**config.mk**
```make
export PLATFORM = sky130hd
export DESIGN_NAME = alarm_status_flags
export DESIGN_NICKNAME = d
export VERILOG_FILES = /design/src/common/alarm_pkg.sv /design/src/hw/alarm_status_flags.sv /design/src/hw/w1c_flag.sv
export SDC_FILE = /design/constraint.sdc
export NUM_CORES = 1
export LEC_CHECK = 0
export ABC_AREA = 1
export BUFFER_PORTS_ARGS = -buffer_cell sky130_fd_sc_hd__buf_2
export CORE_MARGIN = 2
export CORE_UTILIZATION = 40
export CTS_CLUSTER_DIAMETER = 150
export DETAILED_ROUTE_END_ITERATION = 10
export PLACE_DENSITY = 0.81
export SYNTH_ARGS = -nofsm -noshare
export SYNTH_HDL_FRONTEND = slang
export SYNTH_SLANG_ARGS = --single-unit
```
**constraint.sdc**
```tcl
create_clock -name CLK_SYS -period 1.3 [get_ports CLK_SYS]
set_input_delay 0.13 -clock CLK_SYS [delete_from_list [all_inputs] [get_ports CLK_SYS]]
set_output_delay 0.13 -clock CLK_SYS [all_outputs]
set_load 0.02 [all_outputs]
```
**src/common/alarm_pkg.sv**
```systemverilog
// package: register map, field positions and bus types for the alarm status block
package alarm_pkg;
    localparam int ADDR_W = 12;
    localparam logic [ADDR_W-1:0] OFS_ALARM = 12'h000;
    localparam logic [ADDR_W-1:0] OFS_STATUS = 12'h004;
    localparam logic [ADDR_W-1:0] OFS_MASK = 12'h008;
    localparam logic [ADDR_W-1:0] OFS_LANE = 12'h00C;
    localparam logic [ADDR_W-1:0] OFS_CTRL = 12'h010;
    localparam int NUM_LANES = 8;
    localparam int BIT_FIFO = 5;
    localparam int BIT_PLL = 4;
    localparam int BIT_LINK = 3;
    localparam int BIT_REALIGN = 2;
    localparam int BIT_CLK = 0;
    localparam int BIT_CTRL_LINK_EN = 0;
    localparam int BIT_CTRL_MODE = 1;
    localparam int BIT_CTRL_PIN_SEL = 2;
    localparam int BIT_CTRL_SOFT_RST = 3;
    localparam logic [7:0] FLAG_BITS = 8'h3F;
    localparam logic [7:0] STATUS_RST = 8'h3F;
    localparam logic [7:0] MASK_RST = 8'h3F;
    localparam logic [7:0] LANE_RST = 8'hFF;
    localparam logic [2:0] CTRL_RST = 3'h0;
    localparam logic [1:0] RESP_OKAY = 2'h0;
    localparam logic [1:0] RESP_SLVERR = 2'h2;

    typedef struct packed {
        logic [7:0] lane_fifo_fault;
        logic serdes_pll_unlocked;
        logic data_phase_state;
        logic realign_event;
        logic divider_mismatch;
    } alarm_cond_t;

    typedef struct packed {
        logic awvalid;
        logic [ADDR_W-1:0] awaddr;
        logic wvalid;
        logic [31:0] wdata;
        logic [3:0] wstrb;
        logic bready;
        logic arvalid;
        logic [ADDR_W-1:0] araddr;
        logic rready;
    } axil_req_t;

    typedef struct packed {
        logic awready;
        logic wready;
        logic bvalid;
        logic [1:0] bresp;
        logic arready;
        logic rvalid;
        logic [31:0] rdata;
        logic [1:0] rresp;
    } axil_rsp_t;
endpackage

```
**src/hw/alarm_status_flags.sv**
```systemverilog
// alarm status flags with mask, summary alarm, per-lane fifo faults and axi4-lite slave
`timescale 1ns/10ps
module alarm_status_flags (
    input wire logic CLK_SYS, // system clock, 100 MHz
    input wire logic RST, // synchronous reset, active high
    input wire alarm_pkg::alarm_cond_t COND, // raw alarm conditions
    input wire logic REALIGN_64B, // fifo or serializer realignment, 64b/66b mode
    input wire logic CAL_DONE, // calibration status from calibration engine
    input wire alarm_pkg::axil_req_t AXI_REQ, // axi4-lite master to slave
    output alarm_pkg::axil_rsp_t AXI_RSP, // axi4-lite slave to master
    output logic LINK_ENABLE, // link enable control
    output logic MODE_64B66B, // 1 = 64b/66b, 0 = 8b/10b
    output logic CALIBRATION_STATUS_PIN, // calibration status or alarm
    output logic IRQ // summary alarm interrupt, level
);
    import alarm_pkg::*;

    typedef enum logic [2:0] {
        W_IDLE = 3'b001,
        W_RESP = 3'b010,
        W_HOLD = 3'b100
    } wr_state_t;

    logic [7:0] status_q;
    logic [7:0] lane_q;
    logic [7:0] mask_r, mask_nxt;
    logic [2:0] ctrl_r, ctrl_nxt;
    logic soft_rst_r, soft_rst_nxt;
    logic link_en_d_r, link_en_d_nxt;
    logic cal_pin_r, cal_pin_nxt;
    logic irq_r, irq_nxt;
    logic flag_rst;
    logic [7:0] set_vec;
    logic [7:0] clr_vec;
    logic [7:0] lane_clr;
    logic summary;
    logic link_start;

    // write channel state
    wr_state_t wst_r, wst_nxt;
    logic aw_got_r, aw_got_nxt;
    logic w_got_r, w_got_nxt;
    logic [ADDR_W-1:0] waddr_r, waddr_nxt;
    logic [31:0] wdata_r, wdata_nxt;
    logic [3:0] wstrb_r, wstrb_nxt;
    logic awready_r, awready_nxt;
    logic wready_r, wready_nxt;
    logic bvalid_r, bvalid_nxt;
    logic [1:0] bresp_r, bresp_nxt;
    logic wr_do;
    logic wr_hit;

    // read channel state
    logic arready_r, arready_nxt;
    logic rvalid_r, rvalid_nxt;
    logic [31:0] rdata_r, rdata_nxt;
    logic [1:0] rresp_r, rresp_nxt;

    // soft reset re-arms every flag like a power-on reset
    assign flag_rst = RST | soft_rst_r;
    assign link_start = ctrl_r[BIT_CTRL_LINK_EN] & ~link_en_d_r;

    // ---------------- alarm set conditions ----------------
    always_comb begin
        set_vec = 8'h00;
        set_vec[BIT_FIFO] = ctrl_r[BIT_CTRL_LINK_EN] & (|COND.lane_fifo_fault);
        set_vec[BIT_PLL] = COND.serdes_pll_unlocked;
        if (ctrl_r[BIT_CTRL_MODE]) begin
            set_vec[BIT_LINK] = link_start | (ctrl_r[BIT_CTRL_LINK_EN] & REALIGN_64B);
        end else begin
            set_vec[BIT_LINK] = ctrl_r[BIT_CTRL_LINK_EN] & ~COND.data_phase_state;
        end
        set_vec[BIT_REALIGN] = COND.realign_event;
        // the pll unlock, realign and divider checks stay active with the link off
        set_vec[BIT_CLK] = COND.divider_mismatch;
    end

    // reserved status bits are never set and never cleared
    genvar gi;
    generate
        for (gi = 0; gi < 8; gi++) begin : g_status
            if (FLAG_BITS[gi]) begin : g_flag
                w1c_flag #(.RST_VAL(STATUS_RST[gi])) u_flag (
                    .clk(CLK_SYS),
                    .rst(flag_rst),
                    .set_in(set_vec[gi]),
                    .clr_in(clr_vec[gi]),
                    .flag_q(status_q[gi])
                );
            end else begin : g_rsvd
                assign status_q[gi] = 1'b0;
            end
            w1c_flag #(.RST_VAL(LANE_RST[gi])) u_lane (
                .clk(CLK_SYS),
                .rst(flag_rst),
                .set_in(ctrl_r[BIT_CTRL_LINK_EN] & COND.lane_fifo_fault[gi]),
                .clr_in(lane_clr[gi]),
                .flag_q(lane_q[gi])
            );
        end
    endgenerate

    // ---------------- summary alarm, pin and irq ----------------
    assign summary = |(status_q & ~mask_r & FLAG_BITS);

    always_comb begin
        irq_nxt = summary;
        cal_pin_nxt = ctrl_r[BIT_CTRL_PIN_SEL] ? summary : CAL_DONE;
        link_en_d_nxt = ctrl_r[BIT_CTRL_LINK_EN];
    end

    always_ff @(posedge CLK_SYS) begin
        if (RST) begin
            irq_r <= 1'b0;
            cal_pin_r <= 1'b0;
            link_en_d_r <= 1'b0;
        end else begin
            irq_r <= irq_nxt;
            cal_pin_r <= cal_pin_nxt;
            link_en_d_r <= link_en_d_nxt;
        end
    end

    // ---------------- axi4-lite write ----------------
    assign wr_do = (wst_r == W_HOLD);
    assign wr_hit = (waddr_r == OFS_STATUS) || (waddr_r == OFS_MASK) ||
                    (waddr_r == OFS_LANE) || (waddr_r == OFS_CTRL);

    always_comb begin
        clr_vec = 8'h00;
        lane_clr = 8'h00;
        if (wr_do && wstrb_r[0]) begin
            if (waddr_r == OFS_STATUS) begin
                clr_vec = wdata_r[7:0] & FLAG_BITS;
                lane_clr = {NUM_LANES{wdata_r[BIT_FIFO]}};
            end else if (waddr_r == OFS_LANE) begin
                lane_clr = wdata_r[7:0];
            end
        end
    end

    always_comb begin
        mask_nxt = mask_r;
        ctrl_nxt = ctrl_r;
        soft_rst_nxt = 1'b0;
        if (wr_do && wstrb_r[0]) begin
            if (waddr_r == OFS_MASK) begin
                mask_nxt = wdata_r[7:0];
            end else if (waddr_r == OFS_CTRL) begin
                ctrl_nxt = wdata_r[2:0];
                soft_rst_nxt = wdata_r[BIT_CTRL_SOFT_RST];
            end
        end
    end

    always_comb begin
        wst_nxt = wst_r;
        aw_got_nxt = aw_got_r;
        w_got_nxt = w_got_r;
        waddr_nxt = waddr_r;
        wdata_nxt = wdata_r;
        wstrb_nxt = wstrb_r;
        awready_nxt = awready_r;
        wready_nxt = wready_r;
        bvalid_nxt = bvalid_r;
        bresp_nxt = bresp_r;
        case (wst_r)
            W_IDLE: begin
                if (AXI_REQ.awvalid && awready_r) begin
                    aw_got_nxt = 1'b1;
                    waddr_nxt = AXI_REQ.awaddr;
                    awready_nxt = 1'b0;
                end
                if (AXI_REQ.wvalid && wready_r) begin
                    w_got_nxt = 1'b1;
                    wdata_nxt = AXI_REQ.wdata;
                    wstrb_nxt = AXI_REQ.wstrb;
                    wready_nxt = 1'b0;
                end
                if ((aw_got_nxt) && (w_got_nxt)) begin
                    wst_nxt = W_HOLD;
                end
            end
            W_HOLD: begin
                bvalid_nxt = 1'b1;
                bresp_nxt = wr_hit ? RESP_OKAY : RESP_SLVERR;
                wst_nxt = W_RESP;
            end
            W_RESP: begin
                if (AXI_REQ.bready) begin
                    bvalid_nxt = 1'b0;
                    aw_got_nxt = 1'b0;
                    w_got_nxt = 1'b0;
                    awready_nxt = 1'b1;
                    wready_nxt = 1'b1;
                    wst_nxt = W_IDLE;
                end
            end
            default: begin
                wst_nxt = W_IDLE;
            end
        endcase
    end

    // ---------------- axi4-lite read ----------------
    always_comb begin
        arready_nxt = arready_r;
        rvalid_nxt = rvalid_r;
        rdata_nxt = rdata_r;
        rresp_nxt = rresp_r;
        if (AXI_REQ.arvalid && arready_r) begin
            arready_nxt = 1'b0;
            rvalid_nxt = 1'b1;
            rresp_nxt = RESP_OKAY;
            if (AXI_REQ.araddr == OFS_ALARM) begin
                rdata_nxt = {31'h0, summary};
            end else if (AXI_REQ.araddr == OFS_STATUS) begin
                rdata_nxt = {24'h0, status_q};
            end else if (AXI_REQ.araddr == OFS_MASK) begin
                rdata_nxt = {24'h0, mask_r};
            end else if (AXI_REQ.araddr == OFS_LANE) begin
                rdata_nxt = {24'h0, lane_q};
            end else if (AXI_REQ.araddr == OFS_CTRL) begin
                rdata_nxt = {29'h0, ctrl_r};
            end else begin
                rdata_nxt = 32'h0;
                rresp_nxt = RESP_SLVERR;
            end
        end else if (rvalid_r && AXI_REQ.rready) begin
            rvalid_nxt = 1'b0;
            arready_nxt = 1'b1;
        end
    end

    always_ff @(posedge CLK_SYS) begin
        if (RST) begin
            mask_r <= MASK_RST;
            ctrl_r <= CTRL_RST;
            soft_rst_r <= 1'b0;
            wst_r <= W_IDLE;
            aw_got_r <= 1'b0;
            w_got_r <= 1'b0;
            waddr_r <= '0;
            wdata_r <= 32'h0;
            wstrb_r <= 4'h0;
            awready_r <= 1'b1;
            wready_r <= 1'b1;
            bvalid_r <= 1'b0;
            bresp_r <= RESP_OKAY;
            arready_r <= 1'b1;
            rvalid_r <= 1'b0;
            rdata_r <= 32'h0;
            rresp_r <= RESP_OKAY;
        end else begin
            mask_r <= mask_nxt;
            ctrl_r <= ctrl_nxt;
            soft_rst_r <= soft_rst_nxt;
            wst_r <= wst_nxt;
            aw_got_r <= aw_got_nxt;
            w_got_r <= w_got_nxt;
            waddr_r <= waddr_nxt;
            wdata_r <= wdata_nxt;
            wstrb_r <= wstrb_nxt;
            awready_r <= awready_nxt;
            wready_r <= wready_nxt;
            bvalid_r <= bvalid_nxt;
            bresp_r <= bresp_nxt;
            arready_r <= arready_nxt;
            rvalid_r <= rvalid_nxt;
            rdata_r <= rdata_nxt;
            rresp_r <= rresp_nxt;
        end
    end

    always_comb begin
        AXI_RSP.awready = awready_r;
        AXI_RSP.wready = wready_r;
        AXI_RSP.bvalid = bvalid_r;
        AXI_RSP.bresp = bresp_r;
        AXI_RSP.arready = arready_r;
        AXI_RSP.rvalid = rvalid_r;
        AXI_RSP.rdata = rdata_r;
        AXI_RSP.rresp = rresp_r;
    end

    assign LINK_ENABLE = ctrl_r[BIT_CTRL_LINK_EN];
    assign MODE_64B66B = ctrl_r[BIT_CTRL_MODE];
    assign CALIBRATION_STATUS_PIN = cal_pin_r;
    assign IRQ = irq_r;
endmodule

```
**src/hw/w1c_flag.sv**
```systemverilog
// one sticky flag: reset value, set by hardware, cleared by software writing one
`timescale 1ns/10ps
module w1c_flag #(
    parameter logic RST_VAL = 1'b1
) (
    input wire logic clk, // system clock
    input wire logic rst, // synchronous reset, active high
    input wire logic set_in, // hardware condition
    input wire logic clr_in, // software clear strobe
    output logic flag_q // stored flag
);
    logic flag_nxt;

    always_comb begin
        flag_nxt = flag_q;
        if (clr_in) begin
            flag_nxt = 1'b0;
        end
        if (set_in) begin
            flag_nxt = 1'b1; // set beats clear
        end
    end

    always_ff @(posedge clk) begin
        if (rst) begin
            flag_q <= RST_VAL;
        end else begin
            flag_q <= flag_nxt;
        end
    end
endmodule

```
# == Word level (Yosys, flattened, before mapping) ==
# Index checks and enable logic that the tools add are counted.
# op_classes
n_mux,38
n_bitwise,21
n_eq_ne,15
n_reduce_logical,38
# ops
cell,n
8-bit 2-to-1 mux,7
12-bit by 4-bit == test with 1-bit output (second input constant),4
2-bit OR reduction,13
12-bit by 3-bit == test with 1-bit output (second input constant),2
12-bit by 5-bit == test with 1-bit output (second input constant),2
1-bit 2-to-1 mux,14
1-bit AND,12
12-bit logical NOT,1
2-bit 2-to-1 mux,6
6-bit 2-to-1 mux,2
2-bit AND reduction,6
1-bit case mux with 2 select lines,5
3-bit 2-to-1 mux,3
3-bit case mux with 3 select lines,1
3-bit AND reduction,3
2-bit inequality test (second input constant),4
8-bit OR reduction,1
6-bit AND,1
1-bit logical AND,6
6-bit inverter,1
2-bit nonzero test,3
6-bit OR reduction,1
1-bit inverter,5
4-bit OR reduction,1
5 further kinds,8
# word_totals
word_cells,146
register_bits,96
out_inout_bits,45
input_bits,81

# == Logic depth before layout (Yosys ltp) ==
# Gate-level depths: netlist (run 1).
# logic_depth
word_depth,6
mapped_depth,10

# == Modules after synthesis ==
# Synthesis (run 1) repeated with hierarchy kept, for this count alone.
# unflattened
hier_cells,513
area_unflattened_um2,3554.7
# modules_own_cells
mod,area_per_inst_um2,n_inst,cells_per_inst
alarm_status_flags,3064.2,1,443
w1c_flag,35.0,14,5

# == Least setup slack after synthesis (run 1) ==
# OpenSTA, ideal clock, no wires.
# synth_path
path_kind,reg2reg
startpoint,reg waddr_r[6]
endpoint,reg g_status[4].u_lane.flag_q
path_buffers,1
synth_period_minus_slack_ns,1.254
path_slack_ns,0.046
t_required_ns,1.166
path_stages_with_launch,10
arrival_time_ns,1.121
cell_sequence,dfxtp_1 -> nor2_4 -> nand3_2 -> nor2_4 -> nand2_2 -> buf_6 -> o21ai_0 -> nand2_1 -> nand2_1 -> nand3_1
# synth_via
elab_chain_cells,4
word_cells_on_any_way,5
cone_classes,2 x eq/ne; 3 x mux
# synth_lines
item,line_no,rtl
start: declaration,alarm_status_flags.sv:43,"logic [ADDR_W-1:0] waddr_r, waddr_nxt;"
start signal: assignment,alarm_status_flags.sv:261,waddr_r <= waddr_nxt;
12-bit by 4-bit == test with 1-bit output,alarm_status_flags.sv:136,end else if (waddr_r == OFS_LANE) begin
8-bit 2-to-1 mux,alarm_status_flags.sv:136,
8-bit 2-to-1 mux *,alarm_status_flags.sv:133,if (waddr_r == OFS_STATUS) begin
8-bit 2-to-1 mux *,alarm_status_flags.sv:132,if (wr_do && wstrb_r[0]) begin
end signal: assignment,w1c_flag.sv:28,flag_q <= flag_nxt;
end: declaration,w1c_flag.sv:10,output logic flag_q
# Every way passes the cells marked *; elsewhere a longest branch is shown, timed or not.
# A chain may end at the register's enable or synchronous reset.

# == Final worst setup path (run 1) ==
# layout_path
startpoint,reg waddr_r[1]
endpoint,reg g_status[2].u_lane.flag_q
# layout_via
elab_chain_cells,4
word_cells_on_any_way,5
cone_classes,2 x eq/ne; 3 x mux
# layout_lines
item,line_no
12-bit by 4-bit == test with 1-bit output,alarm_status_flags.sv:136
8-bit 2-to-1 mux,alarm_status_flags.sv:136
8-bit 2-to-1 mux *,alarm_status_flags.sv:133
8-bit 2-to-1 mux *,alarm_status_flags.sv:132
end signal: assignment,w1c_flag.sv:28
end: declaration,w1c_flag.sv:10
# Marked as above.

==> results of run 1 <==
## cell families (layout without fill, tap and decap cells)
family / count (synthesis) / after routing
AND/OR/NAND/NOR: 213 / 214
flip-flops: 70 / 70
AO/OA/AOI/OAI: 94 / 94
buffers and inverters: 100 / 178
other: 1 / 26
## area by class of cell
class	count	area (sq um)
Timing Repair Buffer	111	707
Multi-Input combinational cell	334	1740
Clock inverter	2	10.0
Tap cell	105	131
Sequential cell	70	1410
Inverter	53	201
Fill cell	809	3950
Clock buffer	12	145
## Yosys cell counts, drive strengths merged
cell | number | area [sq um]
nand2 | 107 | 419
dfxtp | 70 | 1400
inv | 53 | 199
nand3 | 47 | 263
nor2 | 44 | 218
a21oi | 42 | 214
o21ai | 40 | 200
buf | 39 | 297
o211ai | 10 | 75.1
clkbuf | 8 | 30.0
nor3 | 8 | 60.1
nand4 | 3 | 25.0
nand3b | 2 | 15.0
nor4 | 2 | 12.5
conb | 1 | 3.75
o22ai | 1 | 6.26
o31ai | 1 | 7.51
## state kept, by name, indices dropped and copies added, names as in the netlist, 3 cells and up
signal / cells
wdata_r: 8
waddr_r: 12
g_status.u_lane.flag_q: 8
wst_r: 3
ctrl_r: 3
g_status.g_flag.u_flag.flag_q: 6
rdata_r: 8
mask_r: 8
## through the flow
step	power, mW	worst slack, ns	cell area (sq um)	utilization	hold WS, ns
floorplan	3.76	0.0456	3540	-	0.207
global placement	4.19	-0.0176	3940	0.474	0.325
detailed placement	4.25	-0.0735	3940	0.474	0.324
CTS	5.87	-0.0582	4180	0.503	0.00913
global route	6.59	-0.198	4350	0.524	0.0282
finish	6.19	-0.114	4350	0.524	0.0199
## power by group through the flow
| stage | combinational (mW) | clock [mW] | sequential [mW] |
|---|---|---|---|
| 4_1_cts | 1.78 | 1.50 | 2.59 |
| 3_3_place_gp | 1.59 | 0 | 2.60 |
| 2_1_floorplan | 1.16 | 0 | 2.59 |
| 6_report | 2.12 | 1.47 | 2.60 |
| 3_5_place_dp | 1.64 | 0 | 2.61 |
| 5_1_grt | 2.34 | 1.62 | 2.63 |
## layer usage
metal,routed length (microns),track usage,up-vias
met2,4330,0.307,105
met1,3690,0.226,1524
met5,0,0,-
met3,376,0.0361,16
met4,186,0.0726,0
li1,-,-,1700
## repair_timing
action                                  in CTS  in global routing
endpoints found under the setup margin      19                 43
setup buffers                                1                  5
gates cloned                                 1                  1
hold endpoints to repair                     3                  0
hold buffers                                 3                  0
pin swaps                                    2                 10
resized for setup                           17                 46
## worst register-to-register path: cells and delay by family, from the launching register on
family        cells  cell delay [ns]
buf+inv           1             0.07
flops             1             0.34
simple gates      8             0.93
## worst paths after layout
check | startpoint | slack [ns] | to
hold / removal | COND[4] | 0.02 | g_status[0].u_lane.flag_q$_SDFFE_PP1P_
setup / recovery | waddr_r[1]$_SDFFE_PP0P_ | -0.11 | g_status[2].u_lane.flag_q$_SDFFE_PP1P_
setup reg to reg | waddr_r[1]$_SDFFE_PP0P_ | -0.11 | g_status[2].u_lane.flag_q$_SDFFE_PP1P_
hold reg to reg | aw_got_r$_SDFFE_PP0P_ | 0.45 | aw_got_r$_SDFFE_PP0P_
==> impl_results.md, run 1 <==
- Post-route ant nets: 0
- Internal power: between 4 and 5 mW
- Failing checks: negative setup slack
- Syn_area_per_cell: approximately 7.2 sq um
- CP max stage cell: dfxtp_2
- Fin nets: between 600 and 700
- Core area: around 0.0083 sq mm
- CTS buffer count: 9
- Pwr per Cell Area: 1420 mW/mm^2
- Adder-Cell Fraction of Synth Area: 0
- RSZ-0062 raised after global routing: yes
- Net Sw Frac: 0.345
- Cell family with most CP delay: simple AND/OR/NAND/NOR gates
- R2R depth: 9
- Synth Warn #: 0
- Max cap viols: 0
- Switching pwr: around 2.1 mW
- Initial core utilization: 0.415
- Synth Area in XOR/XNOR: 0
- Mapped Cells: 478
- Final hold violation count: 0
- Routability congestion estimate: just under 0.9
- GRT overflow: 0
- Post-Synth Simple-Gate Area: 0.294
- Worst skew pair latency: ~0.34 ns
- Avg WL per Cell: 12.5 microns
- Status: complete, but fails checks
- PnR worst setup slack: -0.114 ns
- Die footprint: around 0.0094 sq mm
- Share of cells above drive strength 1: 0.311
- Drt first pass iters: 5
- Tmin final: 1.41 ns
- Max-slew violations: 0
- First-pass GRT wire length: 14,200 microns
- WP buf/inv: 1
- Clock transition at path regs: around 0.070 ns
- Iter 0 DRT Violations: 122
- Critical path depth: 9
- H-tree levels: 3
- Die H: 96.8 microns
- #FFs+latches synth: 70
- Root Buffer: clkbuf_8
- CTS sink count: 70
- Post-synthesis sequential area ratio: 0.407
- P&R area growth vs syn: 26.1%
- Worst Path Required: about 1.6 ns
- Row cnt: 33
- Routed WL: approximately 8600 microns
- Max stage delay on crit path: approximately 0.34 ns
- Setup TNS: -1.61 ns
- CP Data Arrival Time: 1.70 ns
- Number of global-route vias before repair: 3,135
- CTS tree: done
- Crit-path cells: nor2_4 -> inv_4 -> nor3_4 -> nand2_2 -> nand2_2 -> nand2_4 -> nand2_1 -> nand2_1 -> nand3_1
- Period utilization: 1.09
- Vias/cell: about 4.9
- Number of distinct library cells after synthesis: 29
- Largest net degree at the start of global routing: 23
- Synth Area in Compound Gates: 0.146
- Crit-path max FO: 6
- Commonest non-fill, non-tap cell in the layout: nand2_1
- Main combinational cell family by area after synthesis: simple AND/OR/NAND/NOR gates
- CP endpoint kind: register
- Peak VDD IR: 0.00115 V
- Hold Path Cell Cnt: 3
- Via Count: approximately 3,300
- Synthesized area: ~0.0034 sq mm
- Mux cell area share after synthesis: 0
- Hold WC Path Type: in2reg
- Fmax: roughly 0.7 GHz
- Leak: approximately 2.1 nW
- GRT Total Usage: 0.181
- Setup Viol. Count Final: 24
- DRC errors left: 0
- Clock network fraction of total power: 0.238
- Clock skew: about 0.0046 ns
- Most frequent cells in the layout: 93 x nand2_1, 72 x buf_2, 65 x dfxtp_1, 48 x inv_1, 42 x nand3_1
- Crit start category: register
- Port bufs: 72
- Clock Tree Buf Depth: 2
- ANT cells: 0
- Initial antenna violation count: 0
- Placed Cells: 662
- Logic pwr share: 0.342
- CP Class: reg2reg
- Layout Cells excl Fill: slightly below 700
- Ports: between 100 and 150
- Post-DP HPWL: between 6000 and 7000 microns
- Die X: between 90 and 100 microns
- Reg power frac: 0.420
No activity file was read; power rests on OpenSTA's default activity.
==> run 2: changes to the inputs <==
--- a/config.mk
+++ b/config.mk
@@ -12,6 +12,7 @@
 export CTS_CLUSTER_DIAMETER = 150
 export DETAILED_ROUTE_END_ITERATION = 10
 export PLACE_DENSITY = 0.81
+export SKIP_LAST_GASP = 1
 export SYNTH_ARGS = -nofsm -noshare
 export SYNTH_HDL_FRONTEND = slang
 export SYNTH_SLANG_ARGS = --single-unit
==> impl_results.md, run 2 (synthesis results as in run 1) <==
- Status: complete, but fails checks
- Failing checks: negative setup slack
- Leak: roughly 2.1 nW
- Largest net degree at the start of global routing: 23
- Max reg flops: 12
- Period utilization: 1.09
- Row cnt: 33
- Avg WL per Cell: ~13 microns
- Fillcell total: 797
- Initial antenna violation count: 0
- Crit-path max FO: 6
- Worst Path Required: approximately 1.6 ns
- CTS sink count: 70
- Via Count: between 3,000 and 4,000
- Post-DP HPWL: 6410 microns
- CP endpoint kind: register
- Ports: roughly 130
- Initial core utilization: 0.415
- Peak VDD IR: around 0.0011 V
- Most frequent cells in the layout: 92 x nand2_1, 72 x buf_2, 64 x dfxtp_1, 44 x inv_1, 42 x nand3_1
- Pwr per Cell Area: 1450 mW/mm^2
- GRT Total Usage: 0.182
- Fmax: about 0.70 GHz
- Crit start category: register
- Max-slew violations: 0
- Setup Viol. Count Final: 27
- Drt first pass iters: 5
- Hold Path Cell Cnt: 3
- R2R Path Start: waddr_r[1]$_SDFFE_PP0P_
- First-pass GRT wire length: 14,200 microns
- Finished Core Util: 0.529
- Commonest non-fill, non-tap cell in the layout: nand2_1
- Final hold violation count: 0
- DRC errors left: 0
- Port bufs: between 70 and 80
- DP Worst Slack: -0.0735 ns
- GRT overflow: 0
- Design Power: between 6 and 7 mW
- Critical path origin: waddr_r[1]$_SDFFE_PP0P_
- Clock transition at path regs: ~0.070 ns
- CTS buffer count: 9
- M2 GR Usage: 0.310
- Grt met3 use: 0.0361
- Layout Cells excl Fill: 688
- RSZ-0062 raised after global routing: yes
- Die X: just under 100 microns
- Global routing usage on met1: 0.226
- Setup TNS: -1.77 ns
- CP Data Arrival Time: 1.71 ns
- Worst skew pair latency: 0.34 ns
- Clock Tree Buf Depth: 2
- Placed Cells: 662
- Tmin final: between 1 and 1.5 ns
- CP Class: reg2reg
- Share of cells above drive strength 1: 0.321
- Die H: roughly 97 microns
- HP Start: CAL_DONE
- Routability congestion estimate: between 0.8 and 0.9
- Most flops, register: waddr_r
- P&R area growth vs syn: 27.5%
- Number of global-route vias before repair: around 3,100
- R2R depth: 9
- Hold WC Path Type: in2reg
- Fin nets: ~660
- Iter 0 DRT Violations: ~130
- Post-route ant nets: 0
- Clock skew: about 0.004 ns
- Vias/cell: roughly 4.9
- Core area: around 0.0083 sq mm
- Root Buffer: clkbuf_8
- GR peak layer: met2
- CTS tree: done
- Routed WL: 8790 microns
- PnR worst setup slack: -0.123 ns
- H-tree levels: 3
- ANT cells: 0
- Die footprint: approximately 0.0094 sq mm
- Max cap viols: 0
[run 2: cell count changes in the layout (fill, tap and decap cells not counted), moves of 2 or more]
cell,previous run,this run
buf_4,32,30
buf_6,1,4
inv_1,48,44
inv_2,4,8
[run 2: worst max-delay path, stage by stage (launching register included)]
cell and delay, ns:
dfxtp_2 0.34, nor2_4 0.17, inv_4 0.08, nor3_4 0.24, nand2_2 0.15, nand2_2 0.11, nand2_4 0.07, nand2_1 0.08
nand2_1 0.05, nand3_1 0.06
[run 2: through the flow]
stage	instance area [sq um]	hold slack [ns]
floorplan	3540	0.207
global placement	3940	0.325
global route	4390	0.0282
CTS	4170	0.00913
detailed placement	3940	0.324
finish	4390	0.0164
[run 2: cell type report]
type | instances | area, sq um | area share
Timing Repair Buffer | 112 | 726 | 0.165
Clock buffer | 12 | 145 | 0.0330
Tap cell | 105 | 131 | 0.0299
Sequential cell | 70 | 1410 | 0.321
Multi-Input combinational cell | 334 | 1770 | 0.403
Inverter | 53 | 201 | 0.0459
Clock inverter | 2 | 10.0 | 0.00228
[run 2: path summary, 6_finish.rpt]
kind	slack, ns	to
setup / recovery	-0.12	g_status[2].u_lane.flag_q$_SDFFE_PP1P_
hold / removal	0.02	CALIBRATION_STATUS_PIN$_SDFF_PP0_
hold reg to reg	0.45	aw_got_r$_SDFFE_PP0P_
setup reg to reg	-0.12	g_status[2].u_lane.flag_q$_SDFFE_PP1P_
[run 2: timing repair]
| action | in CTS | in global routing |
|---|---|---|
| endpoints found under the hold margin | 3 | 0 |
| buffers inserted | 1 | 6 |
| gates resized for setup | 12 | 63 |
| setup endpoints to repair | 19 | 43 |
| gates cloned | 1 | 1 |
| pin swaps | 2 | 13 |
| hold buffers | 3 | 0 |
[run 2: per-layer routing]
layer | wire, microns | part of all wire | up-vias
met5 | 0 | 0 | -
met4 | 212 | 0.024 | 0
met3 | 488 | 0.056 | 20
met2 | 4460 | 0.51 | 127
met1 | 3620 | 0.41 | 1532
li1 | - | - | 1704
[run 2: power breakdown]
| group | internal (mW) | switching (mW) |
|---|---|---|
| clock network | 0.718 | 0.758 |
| registers | 2.42 | 0.199 |
| logic | 0.974 | 1.28 |
| total | 4.11 | 2.24 |
==> run 3: changes to the inputs <==
--- a/config.mk
+++ b/config.mk
@@ -8,10 +8,10 @@
 export ABC_AREA = 1
 export BUFFER_PORTS_ARGS = -buffer_cell sky130_fd_sc_hd__buf_2
 export CORE_MARGIN = 2
-export CORE_UTILIZATION = 40
+export CORE_UTILIZATION = 45
 export CTS_CLUSTER_DIAMETER = 150
 export DETAILED_ROUTE_END_ITERATION = 10
-export PLACE_DENSITY = 0.81
+export PLACE_DENSITY = 0.89
 export SKIP_LAST_GASP = 1
 export SYNTH_ARGS = -nofsm -noshare
 export SYNTH_HDL_FRONTEND = slang
==> impl_results.md, run 3 (synthesis results as in run 1) <==
- CP Class: reg2reg
- Final hold violation count: 0
- Finished Core Util: 0.635
- Number of global-route vias before repair: roughly 3,200
- Fin nets: 658
- DRC errors left: 0
- Port bufs: between 70 and 80
- Row cnt: 31
- Setup Viol. Count Final: 32
- Worst skew pair latency: 0.37 ns
- Most frequent cells in the layout: 86 x nand2_1, 72 x buf_2, 62 x dfxtp_1, 43 x inv_1, 38 x nand3_1
- R2r endpoint: mask_r[6]$_SDFFE_PP0P_
- Setup TNS: -1.60 ns
- R2R Path Start: waddr_r[4]$_SDFFE_PP0P_
- Crit-path cells: inv_1 -> nand3_2 -> nor2_4 -> buf_12 -> buf_8 -> nand3_4 -> o21ai_2 -> a21oi_1
- Post-DP HPWL: roughly 6500 microns
- CTS buffer count: 9
- Hold Path Cell Cnt: 3
- Initial core utilization: 0.470
- Post-route ant nets: 0
- CP endpoint kind: register
- Routed WL: roughly 9800 microns
- Period utilization: 1.08
- GRT overflow: 0
- Avg WL per Cell: 14.5 microns
- Clock transition at path regs: roughly 0.09 ns
- GRT Total Usage: 0.210
- Fmax: just over 0.7 GHz
- H-tree levels: 3
- Largest net degree at the start of global routing: 21
- Crit-path max FO: 6
- Die H: 91.5 microns
- Design Power: ~7.6 mW
- Share of cells above drive strength 1: 0.378
- Max stage delay on crit path: ~0.35 ns
- Worst Path Required: 1.55 ns
- Sequential Area: roughly 0.0014 sq mm
- Clock Tree Buf Depth: 2
- CP max stage cell: dfxtp_1
- Ports: between 100 and 150
- Failing checks: negative setup slack
- Crit start category: register
- Peak VDD IR: 0.00118 V
- Routability congestion estimate: 0.896
- Die footprint: between 0.008 and 0.009 sq mm
- CTS tree: done
- RSZ-0062 raised after global routing: yes
- CTS sink count: 70
- Drt first pass iters: 5
- First-pass GRT wire length: between 10,000 and 15,000 microns
- PnR worst setup slack: -0.0987 ns
- Pwr per Cell Area: approximately 1600 mW/mm^2
- Max cap viols: 0
- Via Count: around 3,500
- P&R area growth vs syn: 35.1%
- Layout Cells excl Fill: roughly 700
- Capture point of the critical path: mask_r[6]$_SDFFE_PP0P_
- Root Buffer: clkbuf_8
- Vias/cell: 5.16
- Max reg flops: 12
- Tmin final: between 1 and 1.5 ns
- Iter 0 DRT Violations: ~180
- Area of the multi-input gates: 0.00192 sq mm
- Status: complete, but fails checks
- Commonest non-fill, non-tap cell in the layout: nand2_1
- ANT cells: 0
- CP Data Arrival Time: around 1.7 ns
- Clock skew: ~0.016 ns
- Leak: 2.18 nW
- Critical path origin: waddr_r[4]$_SDFFE_PP0P_
- Most flops, register: waddr_r
- FF-to-FF setup slack: -0.1 ns
- Hold WC Path Type: in2reg
- Fillcell total: about 580
- Max-slew violations: 0
- Placed Cells: 650
- Die X: 91.5 microns
- Core area: approximately 0.0073 sq mm
- Initial antenna violation count: 0
- R2R depth: 8
-- run 3: cell count changes in the layout (fill, tap and decap cells not counted), moves of 4 or more --
cell / change
a21oi_1: -6
nand3_1: -4
nand2_4: +5
o21ai_0: -8
nand2_1: -6
buf_6: +6
a21oi_2: +6
buf_4: -14
o21ai_2: +16
o21ai_1: -8
-- run 3: worst min path at each step --
stage / start / endpoint / slack, ns
5_1_grt: COND[5] / g_status[1].u_lane.flag_q$_SDFFE_PP1P_ / 0.007
3_3_place_gp: COND[0] / g_status[0].g_flag.u_flag.flag_q$_SDFFE_PP1P_ / 0.33
4_1_cts: COND[6] / g_status[2].u_lane.flag_q$_SDFFE_PP1P_ / 0.0009
2_1_floorplan: RST / soft_rst_r$_SDFF_PP0_ / 0.21
3_5_place_dp: COND[1] / g_status[2].g_flag.u_flag.flag_q$_SDFFE_PP1P_ / 0.34
6_report: COND[5] / g_status[1].u_lane.flag_q$_SDFFE_PP1P_ / 0.009
-- run 3: through the flow --
stage,worst slack (ns),hold WS [ns],cell area (sq um)
2_1_floorplan,0.0456,0.207,3540
3_3_place_gp,-0.0218,0.330,3870
3_5_place_dp,-0.0803,0.337,3870
4_1_cts,-0.0421,0.000926,4230
5_1_grt,-0.173,0.00653,4660
6_report,-0.0987,0.00904,4660
-- run 3: cell type report --
type / instances / area share
multi-input cells: 335 / 0.413
flip-flops and latches: 70 / 0.303
repair buffers: 108 / 0.161
inverters: 53 / 0.0438
clock buffers: 9 / 0.0266
well taps: 99 / 0.0266
clock inverters: 7 / 0.0261
-- run 3: timing repair --
| item | CTS | global route |
|---|---|---|
| hold buffers | 4 | 1 |
| endpoints found under the setup margin | 24 | 47 |
| cloned | 2 | 4 |
| endpoints found under the hold margin | 4 | 1 |
| gates resized for setup | 29 | 106 |
| pin swaps | 4 | 17 |
| setup buffers | 1 | 3 |
-- run 3: power breakdown --
group | leakage [nW] | internal, mW | switching (mW)
clock network | 0.124 | 1.28 | 0.909
registers | 0.574 | 2.42 | 0.228
logic | 1.48 | 1.18 | 1.58
total | 2.18 | 4.89 | 2.71
-- run 3: routing by layer --
metal	share of wire	GRT usage
met4	0.033	0.0758
met3	0.065	0.0539
met2	0.52	0.370
met1	0.38	0.244
met5	0	0
-- run 3: critical path: cells and delay by family (launching register included) --
| kind | cells | cell delay (ns) |
|---|---|---|
| buf+inv | 3 | 0.36 |
| simple gates | 3 | 0.35 |
| flops | 1 | 0.35 |
| compound gates | 2 | 0.20 |
